### config.mk
export PLATFORM = sky130hd
export DESIGN_NAME = lrs_i2c_slave
export DESIGN_NICKNAME = d
export VERILOG_FILES = /design/src/include/lrs_pkg.sv /design/src/include/lrs_regs_if.sv /design/src/design/lrs_reg_mem.sv /design/src/design/lrs_i2c_slave.sv
export SDC_FILE = /design/constraint.sdc
export NUM_CORES = 1
export LEC_CHECK = 0
export ABC_AREA = 1
export BUFFER_PORTS_ARGS = -buffer_cell sky130_fd_sc_hd__buf_2
export CORE_ASPECT_RATIO = 0.5
export CORE_MARGIN = 5
export CORE_UTILIZATION = 45
export CTS_BUF_LIST = sky130_fd_sc_hd__clkbuf_4
export DETAILED_ROUTE_END_ITERATION = 10
export HOLD_SLACK_MARGIN = 0.02
export PLACE_DENSITY_LB_ADDON = 0.08
export SETUP_SLACK_MARGIN = 0.5
export SYNTH_ARGS = -nofsm -noshare
export SYNTH_HDL_FRONTEND = slang
export SYNTH_HIERARCHICAL = 1
export SYNTH_SLANG_ARGS = --single-unit
### constraint.sdc
create_clock -name clk -period 2.1 [get_ports clk]
set_input_delay 0 -clock clk [delete_from_list [all_inputs] [get_ports clk]]
set_output_delay 0 -clock clk [all_outputs]
set_load 0.005 [all_outputs]
### src/include/lrs_pkg.sv
/*
  Shared constants and types of the two-wire register slave: the internal
  register map, reset values, bit counts and the state and phase encodings.
  Assumes it is compiled before every other file of the block.
*/
`default_nettype none

package lrs_pkg;

  // Internal register map, one byte per address
  localparam logic [7:0] LRS_ADDR_STATUS1 = 8'h00; // First status register
  localparam logic [7:0] LRS_ADDR_STATUS2 = 8'h01; // Second status register
  localparam logic [7:0] LRS_ADDR_DATA1 = 8'h02; // First data register
  localparam logic [7:0] LRS_ADDR_DATA4 = 8'h05; // Last data register
  localparam int LRS_NUM_DATA = 4; // Count of data registers

  // Reset value of every data register bit
  localparam logic [7:0] LRS_DATA_RESET = 8'h00;
  // Value returned for an address outside the map
  localparam logic [7:0] LRS_UNMAPPED_READ = 8'h00;

  // Bits per byte on the wire, and the bit count that ends a byte
  localparam logic [3:0] LRS_BYTE_BITS = 4'h8;
  localparam logic [3:0] LRS_LAST_TX_BIT = 4'h7;

  // Position of the read/write flag in the chip address byte
  localparam int LRS_RW_BIT = 0;

  // Transfer states, Gray coded along idle, receive, ack, send, master ack
  typedef enum logic [2:0] {
    LRS_ST_IDLE = 3'h0,
    LRS_ST_RX = 3'h1,
    LRS_ST_ACK = 3'h3,
    LRS_ST_TX = 3'h2,
    LRS_ST_MACK = 3'h6
  } lrs_state_t;

  // Which byte of the transfer is being received
  typedef enum logic [1:0] {
    LRS_PH_CHIP = 2'h0,
    LRS_PH_REG = 2'h1,
    LRS_PH_DATA = 2'h3
  } lrs_phase_t;

endpackage

`default_nettype wire

### src/include/lrs_regs_if.sv
/*
  Register access bundle between the serial engine and the register store:
  one shared byte address, a write strobe with its data, and the read data.
  Assumes both ends run on the same clock.
*/
`default_nettype none

interface lrs_regs_if;
  logic wrEn; // One-cycle write strobe
  logic [7:0] addr; // Register pointer, for reads and writes
  logic [7:0] wrData; // Byte to store
  logic [7:0] rdData; // Registered contents of addr

  // Serial engine side
  modport engine (
    output wrEn,
    output addr,
    output wrData,
    input rdData
  );

  // Register store side
  modport store (
    input wrEn,
    input addr,
    input wrData,
    output rdData
  );
endinterface

`default_nettype wire

### src/design/lrs_reg_mem.sv
/*
  Register store: two read-only status bytes fed by the device and four
  read/write data bytes, with read data out of a register.
  Assumes status inputs come from logic on the same clock.
*/
`default_nettype none

module lrs_reg_mem
  import lrs_pkg::*;
(
  input wire logic clk,
  input wire logic sys_rst,
  lrs_regs_if.store regs,
  input wire logic [7:0] status1,
  input wire logic [7:0] status2,
  output logic [31:0] ctrlData
);

  ////////////////////////////////////////////////////////////////////////
  // Decode

  // Data register array, cleared at power-on
  logic [7:0] dataReg [LRS_NUM_DATA];
  // Address falls on a data register
  wire isData = (regs.addr >= LRS_ADDR_DATA1) &&
    (regs.addr <= LRS_ADDR_DATA4);
  // Index into the data array
  wire [1:0] dataIdx = 2'(regs.addr - LRS_ADDR_DATA1);
  // Selected read byte
  wire [7:0] rdNext = (regs.addr == LRS_ADDR_STATUS1) ? status1 :
    (regs.addr == LRS_ADDR_STATUS2) ? status2 :
    isData ? dataReg[dataIdx] : LRS_UNMAPPED_READ;

  ////////////////////////////////////////////////////////////////////////
  // Storage

  // Writes outside the data range are dropped; status is not writable
  always_ff @(posedge clk or posedge sys_rst)
  begin
    if (sys_rst)
    begin
      for (int i = 0; i < LRS_NUM_DATA; i++)
        dataReg[i] <= LRS_DATA_RESET;
    end
    else if (regs.wrEn && isData)
    begin
      dataReg[dataIdx] <= regs.wrData;
    end
  end

  // Read data registered so the engine sees a stable byte
  always_ff @(posedge clk or posedge sys_rst)
  begin
    if (sys_rst)
      regs.rdData <= LRS_UNMAPPED_READ;
    else
      regs.rdData <= rdNext;
  end

  // Data bytes out to the device, first register in the low byte
  always_comb
  begin
    for (int i = 0; i < LRS_NUM_DATA; i++)
      ctrlData[8*i +: 8] = dataReg[i];
  end

  ////////////////////////////////////////////////////////////////////////
  // Checks

  // A byte stored to the first data register shows on ctrlData next cycle, and on rdData a cycle later if still addressed
  AST_DATA_READBACK: assert property (
    @(posedge clk) disable iff (sys_rst)
    (regs.wrEn && regs.addr == LRS_ADDR_DATA1) |=>
      ctrlData[7:0] == $past(regs.wrData) ##1
      (regs.addr != LRS_ADDR_DATA1 || regs.rdData == ctrlData[7:0]))
    else $error("data register lost a written byte");

endmodule

`default_nettype wire

### src/design/lrs_i2c_slave.sv
/*
  Two-wire serial register slave. Receives chip address, register address
  and data bytes from a bus master, acknowledges them, stores data with an
  auto-incrementing pointer and sends register bytes back on reads.
  Assumes the serial clock is far slower than clk (each half period at
  least four clk cycles) and that the open-drain pins are resolved outside.
*/
`default_nettype none

module lrs_i2c_slave
  import lrs_pkg::*;
(
  input wire logic clk,
  input wire logic sys_rst,
  input wire logic sclIn,
  input wire logic sdaIn,
  output logic sdaOut,
  output logic sdaOe_n,
  input wire logic uvloActive,
  input wire logic [6:0] chipAddr,
  input wire logic [7:0] status1,
  input wire logic [7:0] status2,
  output logic [31:0] ctrlData
);

  ////////////////////////////////////////////////////////////////////////
  // Pin synchronisers

  // First stages, read only by the second stages
  logic sclMeta_reg, sdaMeta_reg, uvloMeta_reg;
  logic [6:0] chipMeta_reg;
  // Second stages, safe to decode
  logic sclS_reg, sdaS_reg, uvloS_reg;
  logic [6:0] chipS_reg;
  // Previous synchronised levels for edge finding
  logic sclD_reg, sdaD_reg;

  // Two flops on every pin from outside the clock domain
  always_ff @(posedge clk or posedge sys_rst)
  begin
    if (sys_rst)
    begin
      {sclMeta_reg, sclS_reg, sclD_reg} <= 3'h7; // Idle bus is high
      {sdaMeta_reg, sdaS_reg, sdaD_reg} <= 3'h7;
      {uvloMeta_reg, uvloS_reg} <= 2'h3; // Assume lockout until seen
      chipMeta_reg <= 7'h00;
      chipS_reg <= 7'h00;
    end
    else
    begin
      {sclMeta_reg, sclS_reg, sclD_reg} <= {sclIn, sclMeta_reg, sclS_reg};
      {sdaMeta_reg, sdaS_reg, sdaD_reg} <= {sdaIn, sdaMeta_reg, sdaS_reg};
      {uvloMeta_reg, uvloS_reg} <= {uvloActive, uvloMeta_reg};
      chipMeta_reg <= chipAddr;
      chipS_reg <= chipMeta_reg;
    end
  end

  ////////////////////////////////////////////////////////////////////////
  // Bus event decode

  // Clock edges
  wire sclRise = sclS_reg && !sclD_reg;
  wire sclFall = !sclS_reg && sclD_reg;
  // Data moving while clock stays high marks a frame boundary
  wire startSeen = sclS_reg && sclD_reg && !sdaS_reg && sdaD_reg;
  wire stopSeen = sclS_reg && sclD_reg && sdaS_reg && !sdaD_reg;

  ////////////////////////////////////////////////////////////////////////
  // Engine state

  lrs_state_t state_reg, state_next; // Transfer state
  lrs_phase_t phase_reg, phase_next; // Byte being received
  logic [3:0] bitCnt_reg, bitCnt_next; // Bits of current byte
  logic [7:0] rxShift_reg, rxShift_next; // Incoming byte
  logic [7:0] txShift_reg, txShift_next; // Outgoing byte
  logic [7:0] ptr_reg, ptr_next; // Register pointer
  logic rw_reg, rw_next; // Read transfer when set
  logic ackLow_reg, ackLow_next; // Master acked last sent byte
  logic oeN_reg, oeN_next; // Low while pulling data low
  logic wrEn_reg, wrEn_next; // Store strobe

  lrs_regs_if regs ();

  // Full byte received, judged on the falling edge after bit eight
  wire byteDone = sclFall && (state_reg == LRS_ST_RX) &&
    (bitCnt_reg == LRS_BYTE_BITS);
  // Chip address byte names this device
  wire addrMatch = (rxShift_reg[7:1] == chipS_reg);
  // Acknowledge only when supply is good
  wire ackOeN = uvloS_reg;

  ////////////////////////////////////////////////////////////////////////
  // Next-state logic

  // Output changes are made on clock falls, apart from the release on start or stop, so data is steady high
  always_comb
  begin
    state_next = state_reg;
    phase_next = phase_reg;
    bitCnt_next = bitCnt_reg;
    rxShift_next = rxShift_reg;
    txShift_next = txShift_reg;
    ptr_next = wrEn_reg ? ptr_reg + 8'h01 : ptr_reg;
    rw_next = rw_reg;
    ackLow_next = ackLow_reg;
    oeN_next = oeN_reg;
    wrEn_next = 1'b0;
    if (stopSeen)
    begin
      // Stop ends any transfer and frees the line
      state_next = LRS_ST_IDLE;
      oeN_next = 1'b1;
    end
    else if (startSeen)
    begin
      // Each start begins with a chip address byte
      state_next = LRS_ST_RX;
      phase_next = LRS_PH_CHIP;
      bitCnt_next = 4'h0;
      oeN_next = 1'b1;
    end
    else
    begin
      case (state_reg)
        LRS_ST_RX:
        begin
          if (sclRise && bitCnt_reg != LRS_BYTE_BITS)
          begin
            // Shift in on rising clock, most significant bit first
            rxShift_next = {rxShift_reg[6:0], sdaS_reg};
            bitCnt_next = bitCnt_reg + 4'h1;
          end
          else if (byteDone)
          begin
            state_next = LRS_ST_ACK;
            oeN_next = ackOeN;
            case (phase_reg)
              LRS_PH_CHIP:
              begin
                rw_next = rxShift_reg[LRS_RW_BIT];
                phase_next = rxShift_reg[LRS_RW_BIT] ? LRS_PH_DATA
                  : LRS_PH_REG;
                if (!addrMatch)
                begin
                  // Not ours: stay silent until the next start
                  state_next = LRS_ST_IDLE;
                  oeN_next = 1'b1;
                end
              end
              LRS_PH_REG:
              begin
                ptr_next = rxShift_reg;
                phase_next = LRS_PH_DATA;
              end
              default:
                wrEn_next = 1'b1;
            endcase
          end
        end
        LRS_ST_ACK:
        begin
          if (sclFall && rw_reg)
          begin
            // Read: first data bit goes out as the ack ends
            state_next = LRS_ST_TX;
            txShift_next = regs.rdData;
            oeN_next = regs.rdData[7];
            bitCnt_next = 4'h0;
          end
          else if (sclFall)
          begin
            state_next = LRS_ST_RX;
            oeN_next = 1'b1;
            bitCnt_next = 4'h0;
          end
        end
        LRS_ST_TX:
        begin
          if (sclFall && bitCnt_reg == LRS_LAST_TX_BIT)
          begin
            // Byte sent: hand the line to the master for its ack
            state_next = LRS_ST_MACK;
            oeN_next = 1'b1;
          end
          else if (sclFall)
          begin
            txShift_next = {txShift_reg[6:0], 1'b0};
            oeN_next = txShift_reg[6];
            bitCnt_next = bitCnt_reg + 4'h1;
          end
        end
        LRS_ST_MACK:
        begin
          if (sclRise)
          begin
            // Advance early so the next byte is read by the fall
            ackLow_next = !sdaS_reg;
            ptr_next = sdaS_reg ? ptr_reg : ptr_reg + 8'h01;
          end
          else if (sclFall && ackLow_reg)
          begin
            state_next = LRS_ST_TX;
            txShift_next = regs.rdData;
            oeN_next = regs.rdData[7];
            bitCnt_next = 4'h0;
          end
          else if (sclFall)
          begin
            state_next = LRS_ST_IDLE;
            oeN_next = 1'b1;
          end
        end
        default:
          oeN_next = 1'b1; // Idle never drives
      endcase
    end
  end

  ////////////////////////////////////////////////////////////////////////
  // State registers

  // Pointer resets to the first status register
  always_ff @(posedge clk or posedge sys_rst)
  begin
    if (sys_rst)
    begin
      state_reg <= LRS_ST_IDLE;
      phase_reg <= LRS_PH_CHIP;
      bitCnt_reg <= 4'h0;
      rxShift_reg <= 8'h00;
      txShift_reg <= 8'h00;
      ptr_reg <= LRS_ADDR_STATUS1;
      rw_reg <= 1'b0;
      ackLow_reg <= 1'b0;
      oeN_reg <= 1'b1;
      wrEn_reg <= 1'b0;
    end
    else
    begin
      state_reg <= state_next;
      phase_reg <= phase_next;
      bitCnt_reg <= bitCnt_next;
      rxShift_reg <= rxShift_next;
      txShift_reg <= txShift_next;
      ptr_reg <= ptr_next;
      rw_reg <= rw_next;
      ackLow_reg <= ackLow_next;
      oeN_reg <= oeN_next;
      wrEn_reg <= wrEn_next;
    end
  end

  // Open-drain: the driven level is always low, only the enable moves
  always_ff @(posedge clk or posedge sys_rst)
  begin
    if (sys_rst)
      sdaOut <= 1'b0;
    else
      sdaOut <= 1'b0;
  end

  assign sdaOe_n = oeN_reg;
  assign regs.wrEn = wrEn_reg;
  assign regs.addr = ptr_reg;
  assign regs.wrData = rxShift_reg;

  // Register store with registered read data
  lrs_reg_mem u_mem (
    .clk(clk),
    .sys_rst(sys_rst),
    .regs(regs.store),
    .status1(status1),
    .status2(status2),
    .ctrlData(ctrlData)
  );

  ////////////////////////////////////////////////////////////////////////
  // Checks

  AST_START_DETECT: assert property (
    @(posedge clk) disable iff (sys_rst)
    startSeen && !stopSeen |=> state_reg == LRS_ST_RX && bitCnt_reg == 4'h0)
    else $error("start not taken");

  AST_STOP_DETECT: assert property (
    @(posedge clk) disable iff (sys_rst)
    stopSeen |=> state_reg == LRS_ST_IDLE && sdaOe_n)
    else $error("stop did not end transfer");

  AST_MSB_FIRST: assert property (
    @(posedge clk) disable iff (sys_rst)
    (state_reg == LRS_ST_RX && sclRise && bitCnt_reg < LRS_BYTE_BITS
      && !startSeen && !stopSeen) |=> rxShift_reg[0] == $past(sdaS_reg))
    else $error("receive bit not shifted in at lsb");

  AST_ACK_STEADY: assert property (
    @(posedge clk) disable iff (sys_rst)
    (state_reg == LRS_ST_ACK && !sdaOe_n && sclS_reg) |=>
      !sdaOe_n || $past(stopSeen || startSeen))
    else $error("ack released while clock high");

  AST_UVLO_NO_ACK: assert property (
    @(posedge clk) disable iff (sys_rst)
    (byteDone && uvloS_reg && !startSeen && !stopSeen) |=> sdaOe_n [*2])
    else $error("ack driven under lockout");

  AST_WRITE_ADVANCE: assert property (
    @(posedge clk) disable iff (sys_rst)
    wrEn_reg && !byteDone |=> ptr_reg == 8'($past(ptr_reg) + 8'h01))
    else $error("pointer did not advance after write");

  AST_REG_POINTER: assert property (
    @(posedge clk) disable iff (sys_rst)
    (byteDone && phase_reg == LRS_PH_REG && !startSeen && !stopSeen)
      |=> ptr_reg == $past(rxShift_reg))
    else $error("register address not loaded");

  AST_READ_NEXT: assert property (
    @(posedge clk) disable iff (sys_rst)
    (state_reg == LRS_ST_MACK && sclFall && ackLow_reg && !stopSeen
      && !startSeen) |=> state_reg == LRS_ST_TX &&
      txShift_reg == $past(regs.rdData))
    else $error("next byte not sent after master ack");

  AST_NACK_RELEASE: assert property (
    @(posedge clk) disable iff (sys_rst)
    (state_reg == LRS_ST_MACK && sclFall && !ackLow_reg) |=>
      state_reg == LRS_ST_IDLE && sdaOe_n)
    else $error("line held after master nack");

  AST_ADDR_MISMATCH: assert property (
    @(posedge clk) disable iff (sys_rst)
    (byteDone && phase_reg == LRS_PH_CHIP && !addrMatch && !stopSeen
      && !startSeen) |=> state_reg == LRS_ST_IDLE && sdaOe_n)
    else $error("foreign chip address answered");

endmodule

`default_nettype wire

* Yosys cells after proc, flatten, opt, wreduce, memory -nomap -nowiden
Cells that the tools add are included.
Storage, ports and cells: input bits 28, output and inout bits 34, register bits after elaboration 98
Cells by class: reduce and logical (&&, ||, !) cells 37, $add $sub $neg 3, equal/unequal tests 30, bitwise logic cells 4, magnitude comparators 4, muxes and demuxes 71
Operators by type and width (count):
- 2-to-1 mux 8 bit | 14
- 2-to-1 mux 7 bit | 5
- bitwise mux 32 bit | 1
- 2-to-1 mux 4 bit | 8
- 2-to-1 mux 3 bit | 10
- inequality test 4 bit, second input constant | 6
- case mux 7 bit (3 select lines) | 1
- inequality test 5 bit, second input constant | 4
- 2-to-1 mux 1 bit | 18
- binary-select mux 8 bit (select 2 bit) | 1
- demux 8 bit (select 2 bit) | 1
- logical AND 1 bit | 16
- case mux 4 bit (4 select lines) | 1
- case mux 8 bit (2 select lines) | 1
- AND reduction 8 bit | 2
- 2-to-1 mux 2 bit | 7
- inequality test 2 bit, second input constant | 6
- inequality test 3 bit, second input constant | 4
- case mux 3 bit (4 select lines) | 1
- AND reduction 4 bit | 3
- adder 8 x 1 -> 8 bit, second input constant | 1
- == test 8 x 1 -> 1 bit, second input constant | 1
- >= comparator 8 x 2 -> 1 bit, second input constant | 1
- less-or-equal comparator 8 x 3 -> 1 bit, second input constant | 1
- other kinds (27) | 35

* Longest topological paths before layout
depth in word-level cells 9, mapped depth 11, mapped depth without buffers 11

* Hierarchy
Netlist, hierarchy kept.
By module, submodules not included:
- lrs_i2c_slave | times used 1, cells each 423, area an instance 3169.3 µm²
- lrs_reg_mem | times used 1, cells each 256, area an instance 1951.9 µm²

* Worst setup path after synthesis
Ideal clock, no wire load.
path kind reg2reg, from register sdaS_reg, to register txShift_reg[0], clock period less this slack 1.673 ns, path slack 0.427 ns, arrival 1.556 ns, data required time 1.983 ns, cell stages (with the launch flop) 10, setup time 0.117 ns, cells stage by stage dfstp_2 inv_2 nand4_1 inv_2 nor2_2 clkinv_1 nor2_2 nand2_2 nand2_1 nand2_1
Between the ends: cells in the longest elaborated chain, start to end 5, elaborated cells on any way between the ends 8, those cells by class bitwise (2); reduce/logical (6)
Ends and longest elaborated chain:
- from (decl) | line lrs_i2c_slave.sv:33 | logic sclS_reg, sdaS_reg, uvloS_reg;
- from (signal assigned) | line lrs_i2c_slave.sv:52 | {sdaMeta_reg, sdaS_reg, sdaD_reg} <= {sdaIn, sdaMeta_reg, sdaS_reg};
- zero test 1 bit | line lrs_i2c_slave.sv:66 | wire startSeen = sclS_reg && sclD_reg && !sdaS_reg && sdaD_reg;
- logical AND 1 bit (2 in series) | line lrs_i2c_slave.sv:66
- NOT 1 bit (no source line)
- AND reduction 8 bit (no source line) *
- to (signal assigned) | line lrs_i2c_slave.sv:245 | txShift_reg <= txShift_next;
- to (decl) | line lrs_i2c_slave.sv:76 | logic [7:0] txShift_reg, txShift_next;
Mark *: on every way between the ends. The rest lies on a longest branch, timed or not. A chain may end at the register's enable or synchronous reset.

* Worst setup path after layout
from register sclD_reg, to register txShift_reg[1]
Between the ends: cells in the longest elaborated chain, start to end 5, elaborated cells on any way between the ends 19, those cells by class eq/ne (5); bitwise (2); reduce/logical (12)
Ends and longest elaborated chain:
- from (decl) | line lrs_i2c_slave.sv:36 | logic sclD_reg, sdaD_reg;
- from (signal assigned) | line lrs_i2c_slave.sv:51 | {sclMeta_reg, sclS_reg, sclD_reg} <= {sclIn, sclMeta_reg, sclS_reg};
- parallel branches: the longest is 4 deep, another holds inequality test 2 bit
- AND reduction 8 bit (no source line) *
Mark *: on every way between the ends.

==> flow_metrics.env <==
export IMPL_status="complete, no violations"
export IMPL_clkLatencyLatePin_ps=500
export IMPL_grt_use_met2=0.3677
export IMPL_synthesis_nets=710
export IMPL_die_w_um=160.9
export IMPL_synth_cell_type_count=39
export IMPL_drc=0
export IMPL_critPathBufInv=3
export IMPL_grt_usage=0.2297
export IMPL_synth_area_leader_cell="dfrtp_1"
export IMPL_critPathSlowestCell="dfstp_2"
export IMPL_core_um2=11050
export IMPL_ys_top_cells_by_area="dfrtp_1 (43%), nand2_1 (20%), nand3_1 (7.0%), dfstp_2 (4.6%), nand4_1 (4.5%)"
export IMPL_startpoint="sclD_reg"
export IMPL_yosys_warnings=6
export IMPL_cts_buffers=9
export IMPL_multi_input_area_um2=2711
export IMPL_finalSetupViolCount=0
export IMPL_clkTransAtPathRegs_ps=180
export IMPL_syn_area_um2=5121
export IMPL_cts_tree="yes"
export IMPL_largest_reg_flops=32
export IMPL_fmax_ghz=0.5939
export IMPL_yosysSeqAreaShare=0.4811
export IMPL_boundaryPins=62
export IMPL_ys_top_cells_by_count="nand2_1 (267), dfrtp_1 (89), nand3_1 (72)"
export IMPL_slew_headroom=0.6083
export IMPL_synth_edf_count=0
export IMPL_viasPerCell=5.338
export IMPL_critical_path_most_common_cell="nand2_4"
export IMPL_critPathMaxFanout=4
export IMPL_portBuffers=60
export IMPL_hold_path_class="input port to asynchronous set/reset pin"
export IMPL_syn_inst=679
export IMPL_p_per_area_nw_per_um2=696.2
export IMPL_netlist_area_leader_share=0.4349
export IMPL_antenna_found_initial=0
export IMPL_p_leak_uw=0.003506
export IMPL_drtIter0Drc=475
export IMPL_cp_top_family="simple AND/OR/NAND/NOR gates"
export IMPL_hpwlAfterDp_um=10540
export IMPL_cpPeakStageDelay_ps=640
export IMPL_tightestPinTransition_ps=586.7
export IMPL_p_comb_frac=0.281
export IMPL_syn_area_per_cell_um2=7.542
export IMPL_top_usage_layer="met2"
export IMPL_worstSetupStartpointType="flop"
export IMPL_vias=5173
export IMPL_r2r_end="txShift_reg[1]"
export IMPL_yosysMostFrequentCell="nand2_1"
export IMPL_synth_seq_cells=98
export IMPL_swShare=0.3692
export IMPL_cts_htree_levels=3
export IMPL_tns_ps=0
export IMPL_fin_nets=849
export IMPL_worst_ir_drop_vdd_uv=343.2
export IMPL_met1_usage=0.3158
export IMPL_cts_num_sinks=98
export IMPL_clockPowerShare=0.244
export IMPL_finalClockSkew_ps=26.65
export IMPL_routed_wl_um=15940
export IMPL_die_area_um2=13740
export IMPL_ff2ff_setup_slack_ps=420
export IMPL_overflow=0
export IMPL_grt_max_degree=45
export IMPL_rsz0062_at_grt="true"
export IMPL_final_hold_violation_count=0
export IMPL_regArea_um2=2475
export IMPL_placed_area_um2=5758
export IMPL_p_sw_uw=1774
export IMPL_dieHeight_um=85.44
export IMPL_cap_violations=0
export IMPL_grt_met3_usage=0.05386
export IMPL_grt_pass1_wl_um=24720
export IMPL_synth_ff_type="dfrtp_1"
export IMPL_reg2reg_depth=9
export IMPL_drt_pass1_iter_count=5
export IMPL_internal_power_uw=3032
export IMPL_cp_cell_sequence="nand2_8 -> inv_8 -> nand2_4 -> nand2_4 -> inv_4 -> nor4_4 -> buf_4 -> nand3_1 -> nand2_1"
export IMPL_min_period_ps=1684
export IMPL_critPathKind="flop to flop"
export IMPL_final_area_um2=6903
export IMPL_p_seq_frac=0.474
export IMPL_end_kind="flop"
export IMPL_power_uw=4806
export IMPL_initial_core_util=0.4636
export IMPL_async_flop_share=1.000
export IMPL_ant_nets=0
export IMPL_fin_crit_sh=0.8018
export IMPL_cp_required_ps=2530
export IMPL_area_growth_pct=34.79
export IMPL_nFillCells=983
export IMPL_drive_gt1_frac=0.2989
export IMPL_rows=27
export IMPL_grt_pass1_vias=4849
export IMPL_cp_arrival_ps=2110
export IMPL_gp_congestion=0.8774
export IMPL_wl_per_cell_um=16.45
export IMPL_r2r_start="sclD_reg"
export IMPL_clockRootBuffer="clkbuf_4"
export IMPL_slew_viol_final=0
export IMPL_clk_path_buf_depth=2
[metrics by stage]
step	worst slack, ps	hold slack [ps]	utilization	instances
6_report	416.2	104.9	0.6249	969
3_3_place_gp	195.5	99.87	0.5212	889
5_1_grt	342.6	78.78	0.6246	968
3_5_place_dp	195.6	106.6	0.5212	889
4_1_cts	416.5	91.05	0.5812	949
2_1_floorplan	493.2	4.478	-	679
[worst reg2reg max path: cells and delay by family (launching register included)]
family	cells	cell delay, ps
buf+inv	3	320
flops	1	640
simple gates	6	650
[layout by cell type (no fill, tap or decap), types with 6 or more instances in the layout]
master and n:
nor2_4 14, nand2_2 7, nand2_4 9, clkbuf_4 9, nand3_1 56, dfrtp_2 9, nand2_1 257, inv_1 41
a21oi_1 6, dlygate4sd3_1 27, o21ai_2 9, dfstp_2 9, inv_2 14, buf_2 60, nand3_2 10, nand4_1 37
nor2_1 22, dfrtp_1 80, buf_4 50, nand3_4 7, xnor2_1 7, o21ai_1 20
[metal layers]
metal  vias up  share of wire
li1       2478              -
met1      2460           0.46
met2       196           0.46
met3        39          0.067
met4         0          0.020
met5         -              0
[kinds of logic after synthesis]
| kind of cell | share of synthesized area |
|---|---|
| and+or+nand+nor | 0.3758 |
| DFF | 0.4811 |
| buffers and inverters | 0.06255 |
| AOI/OAI and AO/OA | 0.05546 |
| xor gates and xnor gates | 0.01710 |
| adders and majority gates | 0.007330 |
| other | 0.0007323 |
[worst max-delay path by stage]
stage / endpoint / slack, ps / cells after the start
after global routing: txShift_reg[1] / 340 / 9
after detailed placement: ptr_reg[6] / 200 / 10
after floorplan: txShift_reg[0] / 490 / 9
after CTS: txShift_reg[1] / 420 / 9
final: txShift_reg[1] / 420 / 9
after global placement: ptr_reg[6] / 200 / 10
[layout make-up]
type / instances / share of cell area
well taps: 145 / 0.02628
inverters: 64 / 0.03879
clock inverters: 7 / 0.01559
repair inverters: 1 / 0.001088
diodes: 1 / 0.0003625
clock buffers: 9 / 0.009788
multi-input cells: 500 / 0.3928
flip-flops and latches: 98 / 0.3585
repair buffers: 144 / 0.1568
[power by group through the flow]
stage,logic [µW],registers [µW],clock network (µW)
after global routing,1490,2300,1300
after global placement,1030,2280,0
after CTS,1170,2260,1220
after detailed placement,1040,2290,0
after floorplan,694,2250,0
final,1350,2280,1170
[timing repair]
| action | CTS | global route |
|---|---|---|
| endpoints found under the setup margin | 71 | 71 |
| hold endpoints to repair | 105 | 0 |
| setup buffers | 17 | 17 |
| gates cloned | 0 | 2 |
| pin swaps | 9 | 26 |
| hold buffers | 27 | 0 |
| resized for setup | 21 | 86 |
Note: power is estimated with default switching activity, not from simulation.
